==> config.mk <==
export PLATFORM = sky130hd
export DESIGN_NAME = qps_slave
export DESIGN_NICKNAME = d
export VERILOG_FILES = /design/src/hdl/qps_slave.v
export VERILOG_INCLUDE_DIRS = /design/src /design/src/hdl
export SDC_FILE = /design/constraint.sdc
export NUM_CORES = 2
export LEC_CHECK = 0
export CORE_UTILIZATION = 69
export DETAILED_ROUTE_END_ITERATION = 7
export DONT_BUFFER_PORTS = 1
export PLACE_DENSITY_LB_ADDON = 0.15
export SETUP_SLACK_MARGIN = 0.5
export SYNTH_ARGS = -nofsm -noshare
export SYNTH_HDL_FRONTEND = slang
export SYNTH_SLANG_ARGS = --single-unit
==> constraint.sdc <==
create_clock -name core_clk -period 21.6 [get_ports core_clk]
set_input_delay 1.08 -clock core_clk [delete_from_list [all_inputs] [get_ports core_clk]]
set_output_delay 1.08 -clock core_clk [all_outputs]
set_load 0.005 [all_outputs]
==> src/hdl/qps_defines.vh <==
// constants for the quad pot serial command slave
`ifndef QPS_DEFINES_VH
`define QPS_DEFINES_VH
// device type code, value arbitrary
`define QPS_TYPE_CODE     4'hA
`define QPS_OP_RD_WIPER   4'h9
`define QPS_OP_WR_WIPER   4'hA
`define QPS_OP_RD_DATA    4'hB
`define QPS_OP_WR_DATA    4'hC
`define QPS_OP_XFR_D2W    4'hD
`define QPS_OP_XFR_W2D    4'hE
`define QPS_OP_GXFR_D2W   4'h1
`define QPS_OP_GXFR_W2D   4'h8
`define QPS_OP_INCDEC     4'h2
`define QPS_POS_MAX       6'h3F
`define QPS_NV_RST_VAL    8'h00
`define QPS_CLK_MHZ       50
`define QPS_NV_WRITE_MS   5
`define QPS_NV_WRITE_CYC  (`QPS_NV_WRITE_MS * 1000 * `QPS_CLK_MHZ)
`define QPS_SETTLE_CYC    3'h4
`endif

==> src/hdl/qps_slave.v <==
// two-wire slave and command decoder for a quad digital pot
// Behaviour
// - data changes only with clock low; changes with clock high are framing
// - start is data fall with clock high; nothing counts before it
// - after eight bits sender releases data; receiver pulls ninth bit low
// - acknowledge address, command, and data byte when one follows
// - address first after start; upper four bits are the type code
// - lower four address bits must equal the strap inputs to acknowledge
// - stop after nonvolatile write starts busy cycle; address not acked
// - master may poll with start and address until acknowledged
// - command byte is opcode, pot select, register select
// - read/write wiper and data opcodes; wiper ops ignore register select
// - transfer, global transfer and increment/decrement opcodes
// - global transfers act on all four pots with one register index
// - transfers finish with the command byte and carry no data
// - data to wiper is a volatile write; taps follow after settling
// - wiper to data is a nonvolatile write with busy time
// - register reads and writes use address, command, one data byte
// - in stepping, clock high pulse with data high moves wiper up
// - in stepping, clock high pulse with data low moves wiper down
// - low six wiper bits select exactly one of 64 taps
// - after reset each wiper loads from its setting zero
// - data byte: position low six bits, bit 6 wiper off, bit 7 cascade
// - any nonvolatile change completes within ten milliseconds
`timescale 1ns/1ns
`default_nettype none
`include "qps_defines.vh"
module qps_slave #(
    parameter NV_WRITE_CYC = `QPS_NV_WRITE_CYC
) (
    input  wire         core_clk,
    input  wire         sys_rst,
    input  wire         scl_in,
    input  wire         sda_in,
    output reg          sda_out,
    output reg          sda_oe,
    input  wire [3:0]   address_strap_inputs,
    output reg  [255:0] tap_select,
    output reg  [3:0]   wiper_off_flag,
    output reg  [3:0]   cascade_flag,
    output reg          nv_busy
);
    localparam ST_IDLE = 3'd0;
    localparam ST_ADDR = 3'd1;
    localparam ST_CMD  = 3'd2;
    localparam ST_WDAT = 3'd3;
    localparam ST_RDAT = 3'd4;
    localparam ST_STEP = 3'd5;
    localparam ST_DONE = 3'd6;
    localparam ST_LOAD = 3'd7;

    reg  [1:0]  scl_s_q;
    reg  [1:0]  sda_s_q;
    reg         scl_q;
    reg         sda_q;
    reg  [2:0]  st_q;
    reg  [3:0]  bit_q;
    reg  [7:0]  sh_q;
    reg  [7:0]  cmd_q;
    reg         rd_q;
    reg         nv_pend_q;
    reg  [31:0] busy_q;
    reg  [2:0]  settle_q;
    reg  [1:0]  ld_q;
    reg  [3:0]  strap_m_q;
    reg  [3:0]  strap_q;
    reg  [7:0]  wiper_position_register [0:3];
    reg  [7:0]  nv_mem [0:15];
    integer     i;
    integer     j;

    wire scl_rise = scl_s_q[1] & ~scl_q;
    wire scl_fall = ~scl_s_q[1] & scl_q;
    // framing only when clock stays high across the data edge
    wire start_ev = scl_q & scl_s_q[1] & sda_q & ~sda_s_q[1];
    wire stop_ev  = scl_q & scl_s_q[1] & ~sda_q & sda_s_q[1];
    wire [3:0] op   = cmd_q[7:4];
    wire [1:0] psel = cmd_q[3:2];
    wire [1:0] rsel = cmd_q[1:0];
    wire [3:0] nop  = sh_q[7:4];
    wire [3:0] nidx = {sh_q[3:2], sh_q[1:0]};
    wire [5:0] cur  = wiper_position_register[psel][5:0];
    wire valid_op = (nop == `QPS_OP_RD_WIPER) | (nop == `QPS_OP_WR_WIPER) |
                    (nop == `QPS_OP_RD_DATA)  | (nop == `QPS_OP_WR_DATA)  |
                    (nop == `QPS_OP_XFR_D2W)  | (nop == `QPS_OP_XFR_W2D)  |
                    (nop == `QPS_OP_GXFR_D2W) | (nop == `QPS_OP_GXFR_W2D) |
                    (nop == `QPS_OP_INCDEC);

    always @(posedge core_clk or posedge sys_rst) begin
        if (sys_rst) begin
            // idle-high so release of reset shows no false edge
            scl_s_q <= 2'b11;
            sda_s_q <= 2'b11;
            scl_q   <= 1'b1;
            sda_q   <= 1'b1;
        end else begin
            scl_s_q <= {scl_s_q[0], scl_in};
            sda_s_q <= {sda_s_q[0], sda_in};
            scl_q   <= scl_s_q[1];
            sda_q   <= sda_s_q[1];
        end
    end

    // straps are board pins: two flops before the address compare
    always @(posedge core_clk or posedge sys_rst) begin
        if (sys_rst) begin
            strap_m_q <= 4'h0;
            strap_q   <= 4'h0;
        end else begin
            strap_m_q <= address_strap_inputs;
            strap_q   <= strap_m_q;
        end
    end

    always @(posedge core_clk or posedge sys_rst) begin
        if (sys_rst) begin
            st_q      <= ST_LOAD;
            bit_q     <= 4'h0;
            sh_q      <= 8'h00;
            cmd_q     <= 8'h00;
            rd_q      <= 1'b0;
            sda_out   <= 1'b0;
            sda_oe    <= 1'b0;
            nv_pend_q <= 1'b0;
            busy_q    <= 32'd0;
            nv_busy   <= 1'b0;
            ld_q      <= 2'd0;
            settle_q  <= 3'd0;
            for (i = 0; i < 4; i = i + 1)
                wiper_position_register[i] <= 8'h00;
            // no real cells here: the store clears with reset
            for (i = 0; i < 16; i = i + 1)
                nv_mem[i] <= `QPS_NV_RST_VAL;
        end else begin
            if (settle_q != 3'd0)
                settle_q <= settle_q - 3'd1;
            if (busy_q != 32'd0)
                busy_q <= busy_q - 32'd1;
            else
                nv_busy <= 1'b0;
            if (st_q == ST_LOAD) begin
                // reset load: one pot per cycle from its setting zero
                wiper_position_register[ld_q] <= nv_mem[{ld_q, 2'b00}];
                ld_q <= ld_q + 2'd1;
                if (ld_q == 2'd3)
                    st_q <= ST_IDLE;
            end else if (stop_ev) begin
                st_q   <= ST_IDLE;
                sda_oe <= 1'b0;
                rd_q   <= 1'b0;
                if (nv_pend_q) begin
                    nv_pend_q <= 1'b0;
                    nv_busy   <= 1'b1;
                    // flag drops one cycle after the count reaches zero
                    busy_q    <= NV_WRITE_CYC;
                end
            end else if (start_ev) begin
                st_q      <= ST_ADDR;
                bit_q     <= 4'h0;
                // an aborted read must not leave the drive path armed
                rd_q      <= 1'b0;
                sda_oe    <= 1'b0;
                nv_pend_q <= 1'b0;
            end else if (st_q == ST_STEP) begin
                if (scl_fall && bit_q == 4'h9) begin
                    // command ack pulse over: free the line, then step
                    sda_oe <= 1'b0;
                    bit_q  <= 4'h0;
                end else if (scl_rise && bit_q != 4'h9) begin
                    // ends hold rather than wrap
                    if (sda_q && cur != `QPS_POS_MAX)
                        wiper_position_register[psel][5:0] <= cur + 6'd1;
                    else if (!sda_q && cur != 6'd0)
                        wiper_position_register[psel][5:0] <= cur - 6'd1;
                end
            end else if (st_q != ST_IDLE && st_q != ST_DONE) begin
                // while sending a read byte the line carries our own bits
                if (scl_rise && !rd_q && bit_q < 4'd8) begin
                    sh_q  <= {sh_q[6:0], sda_q};
                    bit_q <= bit_q + 4'd1;
                end
                if (scl_fall && bit_q == 4'd9) begin
                    sda_oe <= 1'b0;
                    bit_q  <= 4'h0;
                    if (rd_q) begin
                        rd_q    <= 1'b0;
                        st_q    <= ST_DONE;
                    end else if (st_q == ST_RDAT) begin
                        sda_oe  <= ~sh_q[7];
                        sda_out <= 1'b0;
                        sh_q    <= {sh_q[6:0], 1'b0};
                        bit_q   <= 4'd1;
                        rd_q    <= 1'b1;
                    end
                    if (st_q == ST_CMD) begin
                        sda_oe  <= 1'b0;
                        rd_q    <= 1'b0;
                    end
                end else if (scl_fall && rd_q && bit_q < 4'd8) begin
                    // drive next read bit; release equals high
                    sda_oe <= ~sh_q[7];
                    sh_q   <= {sh_q[6:0], 1'b0};
                    bit_q  <= bit_q + 4'd1;
                end else if (scl_fall && rd_q && bit_q == 4'd8) begin
                    sda_oe <= 1'b0;                           // master acks
                    bit_q  <= 4'd9;
                end else if (scl_fall && !rd_q && bit_q == 4'd8) begin
                    bit_q <= 4'd9;
                    case (st_q)
                    // polling during a write cycle gets no ack
                    ST_ADDR: begin
                        if (sh_q[7:4] == `QPS_TYPE_CODE &&
                            sh_q[3:0] == strap_q &&
                            !nv_busy) begin
                            sda_oe <= 1'b1;
                            st_q   <= ST_CMD;
                        end else
                            st_q <= ST_IDLE;
                    end
                    ST_CMD: begin
                        cmd_q <= sh_q;
                        if (!valid_op)
                            st_q <= ST_IDLE;
                        else begin
                            sda_oe <= 1'b1;
                            case (nop)
                            `QPS_OP_RD_WIPER, `QPS_OP_RD_DATA: begin
                                st_q <= ST_RDAT;
                                sh_q <= (nop == `QPS_OP_RD_WIPER) ?
                                    wiper_position_register[sh_q[3:2]] :
                                    nv_mem[nidx];
                            end
                            `QPS_OP_WR_WIPER, `QPS_OP_WR_DATA:
                                st_q <= ST_WDAT;
                            `QPS_OP_INCDEC:
                                st_q <= ST_STEP;
                            `QPS_OP_XFR_D2W: begin
                                wiper_position_register[sh_q[3:2]] <= nv_mem[nidx];
                                settle_q <= `QPS_SETTLE_CYC;
                                st_q <= ST_DONE;
                            end
                            `QPS_OP_XFR_W2D: begin
                                nv_mem[nidx] <= wiper_position_register[sh_q[3:2]];
                                nv_pend_q <= 1'b1;
                                st_q <= ST_DONE;
                            end
                            `QPS_OP_GXFR_D2W: begin
                                for (i = 0; i < 4; i = i + 1)
                                    wiper_position_register[i] <=
                                        nv_mem[{i[1:0], sh_q[1:0]}];
                                settle_q <= `QPS_SETTLE_CYC;
                                st_q <= ST_DONE;
                            end
                            default: begin
                                for (i = 0; i < 4; i = i + 1)
                                    nv_mem[{i[1:0], sh_q[1:0]}] <=
                                        wiper_position_register[i];
                                nv_pend_q <= 1'b1;
                                st_q <= ST_DONE;
                            end
                            endcase
                        end
                    end
                    ST_WDAT: begin
                        sda_oe <= 1'b1;
                        st_q   <= ST_DONE;
                        if (op == `QPS_OP_WR_WIPER) begin
                            wiper_position_register[psel] <= sh_q;
                            settle_q <= `QPS_SETTLE_CYC;
                        end else begin
                            nv_mem[{psel, rsel}] <= sh_q;
                            nv_pend_q <= 1'b1;
                        end
                    end
                    default: st_q <= ST_IDLE;
                    endcase
                end
            end else if (st_q == ST_DONE && scl_fall && bit_q == 4'd9) begin
                sda_oe <= 1'b0;
                bit_q  <= 4'h0;
            end
        end
    end

    // tap decode waits for settling after a parallel or serial load
    always @(posedge core_clk or posedge sys_rst) begin
        if (sys_rst) begin
            tap_select     <= 256'd0;
            wiper_off_flag <= 4'h0;
            cascade_flag   <= 4'h0;
        end else if (settle_q == 3'd0 || settle_q == 3'd1) begin
            for (j = 0; j < 4; j = j + 1) begin
                tap_select[j*64 +: 64] <= 64'd1 <<
                    wiper_position_register[j][5:0];
                wiper_off_flag[j] <= wiper_position_register[j][6];
                cascade_flag[j]   <= wiper_position_register[j][7];
            end
        end
    end
endmodule
`default_nettype wire

; Word-level counts from Yosys, hierarchy flattened
; Cells that the tools add are included.
[totals]
ff_bits = 502
in_bits = 8
output_inout_bits = 267
word_cells = 395
[classes]
n_addsub = 6
order_cmp = 20
n_eq_ne = 57
n_shift = 4
mux = 172
bitwise = 37
n_reduce_logical = 59
[op_table]
columns = operator, count
row1 = bitwise mux 128 bit, 6
row2 = two-way mux 32 bit, 19
row3 = one-hot mux 128 bit (2 select lines), 2
row4 = two-way mux 8 bit, 34
row5 = two-way mux 128 bit, 2
row6 = "<< shifter 1 x 6 -> 64 bit, first input constant", 4
row7 = binary-select mux 8 bit (select 4 bit), 6
row8 = demux 8 bit (select 4 bit), 6
row9 = bitwise mux 32 bit, 5
row10 = one-hot mux 32 bit (2 select lines), 2
row11 = two-way mux 3 bit, 25
row12 = demux 8 bit (select 2 bit), 4
row13 = "equality test 4 bit, second input constant", 10
row14 = two-way mux 1 bit, 40
row15 = two-way mux 4 bit, 10
row16 = "greater-or-equal comparator 5 bit, second input constant", 7
row17 = binary-select mux 8 bit (select 2 bit), 2
row18 = nonzero test 32 bit, 1
row19 = "subtractor 32 x 1 -> 32 bit, second input constant", 1
row20 = "< comparator 5 x 1 -> 1 bit, second input constant", 6
row21 = "!= test 4 bit, second input constant", 7
row22 = AND reduction 13 bit, 2
row23 = logical AND 1 bit, 25
row24 = inverter 4 -> 5 bit, 5
row25 = other kinds (55), 124

; Depth between registers and ports, before layout
[logic_depth]
depth_word = 20
ltp_mapped = 11
ltp_nobuf = 9

; Least setup slack after synthesis
; No wires, ideal clock.
[synth_timing]
path_type = register to register
startpoint = register cmd_q[2]
endpoint = register wiper_position_register[24] (netlist name)
setup_ps = 125
arrival_ps = 2744
required_time_ps = 21475
slack_ps = 18731
stages_incl_launch_ff = 10
n_path_buf = 2
period_less_slack_ps = 2869
cell_sequence = dfrtp_1 buf_6 mux4_2 ha_1 inv_1 nor4_1 or4_1 buf_2 a211oi_4 mux2_4
[synth_between]
elab_chain_len = 17
elab_cells_between_ends = 37
cone_classes = 2 x add/sub / 2 x order compare / 2 x eq/ne / 25 x mux / 1 x bitwise / 5 x reduce/logical
[synth_rtl]
columns = element, line
row1 = "start, declared", qps_slave.v:59  ; reg [7:0] cmd_q;
row2 = "start signal, assigned", qps_slave.v:221  ; cmd_q <= sh_q;
row3 = inverter 2 -> 3 bit (not written as such) (*), n/a
row4 = greater-or-equal comparator 3 bit (not written as such) or < comparator 3 x 1 -> 1 bit (tied branches), "qps_slave.v:172, qps_slave.v:174, qps_slave.v:268"
row5 = logical AND 1 bit (not written as such), "qps_slave.v:172, qps_slave.v:174, qps_slave.v:268"
row6 = two-way mux 8 bit (not written as such), qps_slave.v:268  ; wiper_position_register[psel] <= sh_q;
row7 = demux 8 bit (select 2 bit), qps_slave.v:268
row8 = bitwise mux 32 bit, qps_slave.v:268
row9 = two-way mux 32 bit, qps_slave.v:267  ; if (op == `QPS_OP_WR_WIPER) begin
row10 = one-hot mux 32 bit (2 select lines), qps_slave.v:209  ; case (st_q)
row11 = two-way mux 32 bit, qps_slave.v:207  ; end else if (scl_fall && !rd_q && bit_q == 4'd8) begin
row12 = two-way mux 32 bit, qps_slave.v:204  ; end else if (scl_fall && rd_q && bit_q == 4'd8) begin
row13 = two-way mux 32 bit, qps_slave.v:199  ; end else if (scl_fall && rd_q && bit_q < 4'd8) begin
row14 = two-way mux 32 bit, qps_slave.v:182  ; if (scl_fall && bit_q == 4'd9) begin
row15 = two-way mux 32 bit, qps_slave.v:176  ; end else if (st_q != ST_IDLE && st_q != ST_DONE) begin
row16 = two-way mux 32 bit, qps_slave.v:164  ; end else if (st_q == ST_STEP) begin
row17 = two-way mux 32 bit, qps_slave.v:157  ; end else if (start_ev) begin
row18 = two-way mux 32 bit, qps_slave.v:147  ; end else if (stop_ev) begin
row19 = two-way mux 32 bit, qps_slave.v:141  ; if (st_q == ST_LOAD) begin
row20 = "end signal, assigned by index", qps_slave.v:143  ; wiper_position_register[ld_q] <= nv_mem[{ld_q, 2'b00}];
row21 = "end signal, assigned by index", qps_slave.v:172  ; wiper_position_register[psel][5:0] <= cur + 6'd1;
row22 = "end signal, assigned by index", qps_slave.v:174  ; wiper_position_register[psel][5:0] <= cur - 6'd1;
row23 = "end, declared", qps_slave.v:67  ; reg [7:0] wiper_position_register [0:3];
; Mark *: on every way between the ends. The rest lies on a longest branch, timed or not. The select of a mux whose other input is x is not followed.
; A chain may end at the register's enable or synchronous reset.

; Final worst setup path
[layout_timing]
startpoint = register st_q[0]
endpoint = register wiper_position_register[25] (netlist name)
[layout_between]
elab_chain_len = 11
elab_cells_between_ends = 31
cone_classes = 15 x eq/ne / 10 x mux / 6 x reduce/logical
[layout_rtl]
columns = element, line
row1 = "start, declared", qps_slave.v:56  ; reg [2:0] st_q;
row2 = "start signal, assigned", qps_slave.v:117  ; st_q <= ST_LOAD;
row3 = "start signal, assigned", qps_slave.v:146  ; st_q <= ST_IDLE;
row4 = "start signal, assigned", qps_slave.v:148  ; st_q <= ST_IDLE;
row5 = equality test 3 x 2 -> 1 bit, qps_slave.v:209
row6 = one-hot mux 32 bit (2 select lines), qps_slave.v:209
row7 = two-way mux 32 bit, qps_slave.v:207
row8 = two-way mux 32 bit, qps_slave.v:204
row9 = two-way mux 32 bit, qps_slave.v:199
row10 = two-way mux 32 bit, qps_slave.v:182
row11 = two-way mux 32 bit, qps_slave.v:176
row12 = two-way mux 32 bit, qps_slave.v:164
row13 = two-way mux 32 bit, qps_slave.v:157
row14 = two-way mux 32 bit, qps_slave.v:147
row15 = two-way mux 32 bit, qps_slave.v:141
; Several ways; a longest one is shown, not always the timed one. The select of a mux whose other input is x is not followed.

==> qor.yml <==
yosys:
  synthArstFlopShare_pct: 100.0
  postSynthAreaPerCell_um2: 10.50
  ys_types: 82
  synth.area.top_cells: "dfrtp_1 (50%), a22o_1 (6.4%), mux4_2 (5.6%)"
  yosysTopAreaCell: "dfrtp_1"
  yosysSeqAreaShare_pct: 50.61
  synthCells: 2365
  ys_ff_latch: 502
  synth-edff-count: 0
  syn-num-nets: 2388
  yosysWarnings: 0
  synthesis.area_mm2: 0.02484
  ys.flop_type: "dfrtp_1"
  yosysTopAreaCellShare_pct: 49.66
job:
  maxCapViolations: 0
clock_tree:
  cts_tree: "done"
  clk_pin_slew_ps: 60
  clkSinkCount: 502
  ctsResizeCount: 0
  htreeDepth: 2
  cts_made_buffers: 50
  clk_latency_ps: 610
  postCtsSetupBuffers: 0
  postCtsHoldBufs: 0
  cts_buffer_depth: 3
  cts_root_buf: "clkbuf_16"
placement:
  pre_cts_ws_ps: 17840
  hpwl_um: 51360
  gp_congestion: 1.028
  io_buffers: 0
timing:
  setup_viol: 0
  finClkSkew_ps: 38.44
  slew_violations: 0
  period_needed_ps: 3701
  fmax_mhz: 270.2
  tightest_slew_ps: 1397
  rsz0062_at_grt: "no"
  hold_viol_final: 0
  fin_ws_ps: 17900
  fin_tns_setup_ps: 0
  min_period_over_period_pct: 17.13
  max_slew_margin_pct: 6.544
floorplanning:
  io_pins: 275
  dieArea_mm2: 0.03677
  die_height_um: 191.8
  core_mm2: 0.03548
  die_x_um: 191.8
  start_util_pct: 70.02
  rows: 69
global_route:
  grt_pass1_wl_um: 115800
  globalRouteMet3Util_pct: 13.59
  gr-usage-met1_pct: 54.40
  met2_usage_pct: 60.21
  track_usage_pct: 41.31
  grt_max_degree: 219
  antenna_found_initial: 1
  grt_pass1_vias: 19890
  grt_busiest_layer: "met2"
  gr-total-overflow: 0
drt:
  dr_total_vias: 20730
  dr.pass1.iters: 8
  wirelength_um: 76670
  wl_per_cell_um: 27.92
  drcViolationCount: 125
  ant_nets: 0
  first_iter_violations: 3335
  viasPerCell: 7.549
layout:
  seq_area_mm2: 0.01258
  syn2layout_area_growth_pct: 7.494
  fin_nets: 2268
  nFillCells: 2311
  diodes: 0
  drive_gt1_share_pct: 12.17
  multi_input_area_mm2: 0.01141
power_and_ir_drop:
  powerDensity_mw_per_mm2: 76.14
  combPwrFrac_pct: 6.5
  swShare_pct: 23.72
  power_frac_seq_pct: 46.6
  ir_drop_v: 0.00009071
  power.leakage_nw: 11.34
  clkPwrFrac_pct: 46.9
  power_switching_uw: 482.3
  p_int_mw: 1.551
setup_path:
  cp-end-kind: "flop"
  worst_ep_required_time_ps: 22070
  critPathKind: "reg2reg"
  rr_worst_depth: 5
  path_max_fanout: 36
  start_kind: "flop"
  worstPathArrival_ps: 4170
status:
  violations: "DRC"
  status: "complete, but fails checks"
worst_hold_path:
  holdPathStages: 0
  hold_class: "reg2reg"
[cell families (layout without fill, tap and decap cells)]
kind of cell,after synthesis,in the layout,share of synthesized area [%]
adders and majority gates,17,17,0.8360
AOI/OAI and AO/OA,727,727,21.79
and+or+nand+nor,747,747,13.86
buffers and inverters,219,139,3.530
xor gates and xnor gates,37,37,1.304
other,1,1,0.01509
muxes,115,115,8.048
DFF,502,502,50.61
[worst max-delay path, stage by stage (launching register included)]
cell and delay, ps:
dfstp_2 920, and2_1 870, o221ai_2 240, or4_1 750
a211oi_4 460, mux2_4 340
[final cells by class]
class | count | area share (%)
inverters | 21 | 0.3233
well taps | 461 | 2.160
multi-input cells | 1644 | 42.73
repair buffers | 26 | 0.8246
clock buffers | 73 | 5.688
clock inverters | 19 | 1.185
flip-flops and latches | 502 | 47.09
[power by group through the flow]
stage	combinational, mW	clock (mW)	sequential, mW
after floorplan	0.0950	0	0.964
after global placement	0.126	0	0.965
after detailed placement	0.127	0	0.965
after CTS	0.127	0.956	0.948
after global routing	0.138	0.992	0.948
final	0.132	0.953	0.948
[layer usage]
layer  vias up  routed length, um
met2      1564              33910
met3       369              10040
li1       8647                  -
met4         4               4775
met1     10150              27880
met5         -                 69
[cells in the mapped netlist (19+ instances only)]
master,n
a21oi_1,32
a222oi_1,129
a22o_1,181
a32oi_1,21
buf_2,26
clkbuf_1,158
dfrtp_1,493
inv_1,21
mux2_2,34
mux4_2,62
nand2_1,355
nand2b_1,38
nand3_1,19
nor2_1,152
nor2b_1,20
nor3_1,47
o21ai_0,260
or2_2,23
xnor2_1,22
[sequential cells by signal, summed over array words and instances, names as in the netlist, 8 cells and up]
name / flops
sh_q: 8
busy_q: 32
cmd_q: 8
wiper_position_register: 32
nv_mem: 128
tap_select: 256
[cell usage in the layout (no fill, tap or decap), drive strengths merged, types with 32 or more instances in the layout]
master / instances
a21oi: 32
a222oi: 129
a22o: 181
clkbuf: 73
dfrtp: 493
mux2: 40
mux4: 62
nand2: 355
nand2b: 38
nor2: 156
nor3: 48
o21ai: 264
[stage by stage]
step | area [um^2] | cells | utilization [%] | hold slack [ps] | total power, mW
6_report | 26710 | 2746 | 75.26 | 352.1 | 2.033
5_1_grt | 26710 | 2746 | 75.26 | 356.5 | 2.078
4_1_cts | 26710 | 2746 | 75.26 | 353.4 | 2.032
3_5_place_dp | 24870 | 2654 | 70.09 | 339.5 | 1.093
3_3_place_gp | 24870 | 2654 | 70.09 | 333.4 | 1.091
2_1_floorplan | 24840 | 2365 | - | 331.2 | 1.059
[final timing paths]
path | startpoint | endpoint | slack, ps
max | st_q[0] | wiper_position_register[25] | 17900
min | strap_m_q[1] | strap_q[1] | 350
max reg2reg | st_q[0] | wiper_position_register[25] | 17900
min reg2reg | strap_m_q[1] | strap_q[1] | 350
max in group asynchronous | sys_rst | tap_select[185] | 18620
min in group asynchronous | sys_rst | settle_q[1] | 520
Power figures use the tool's default switching activity.
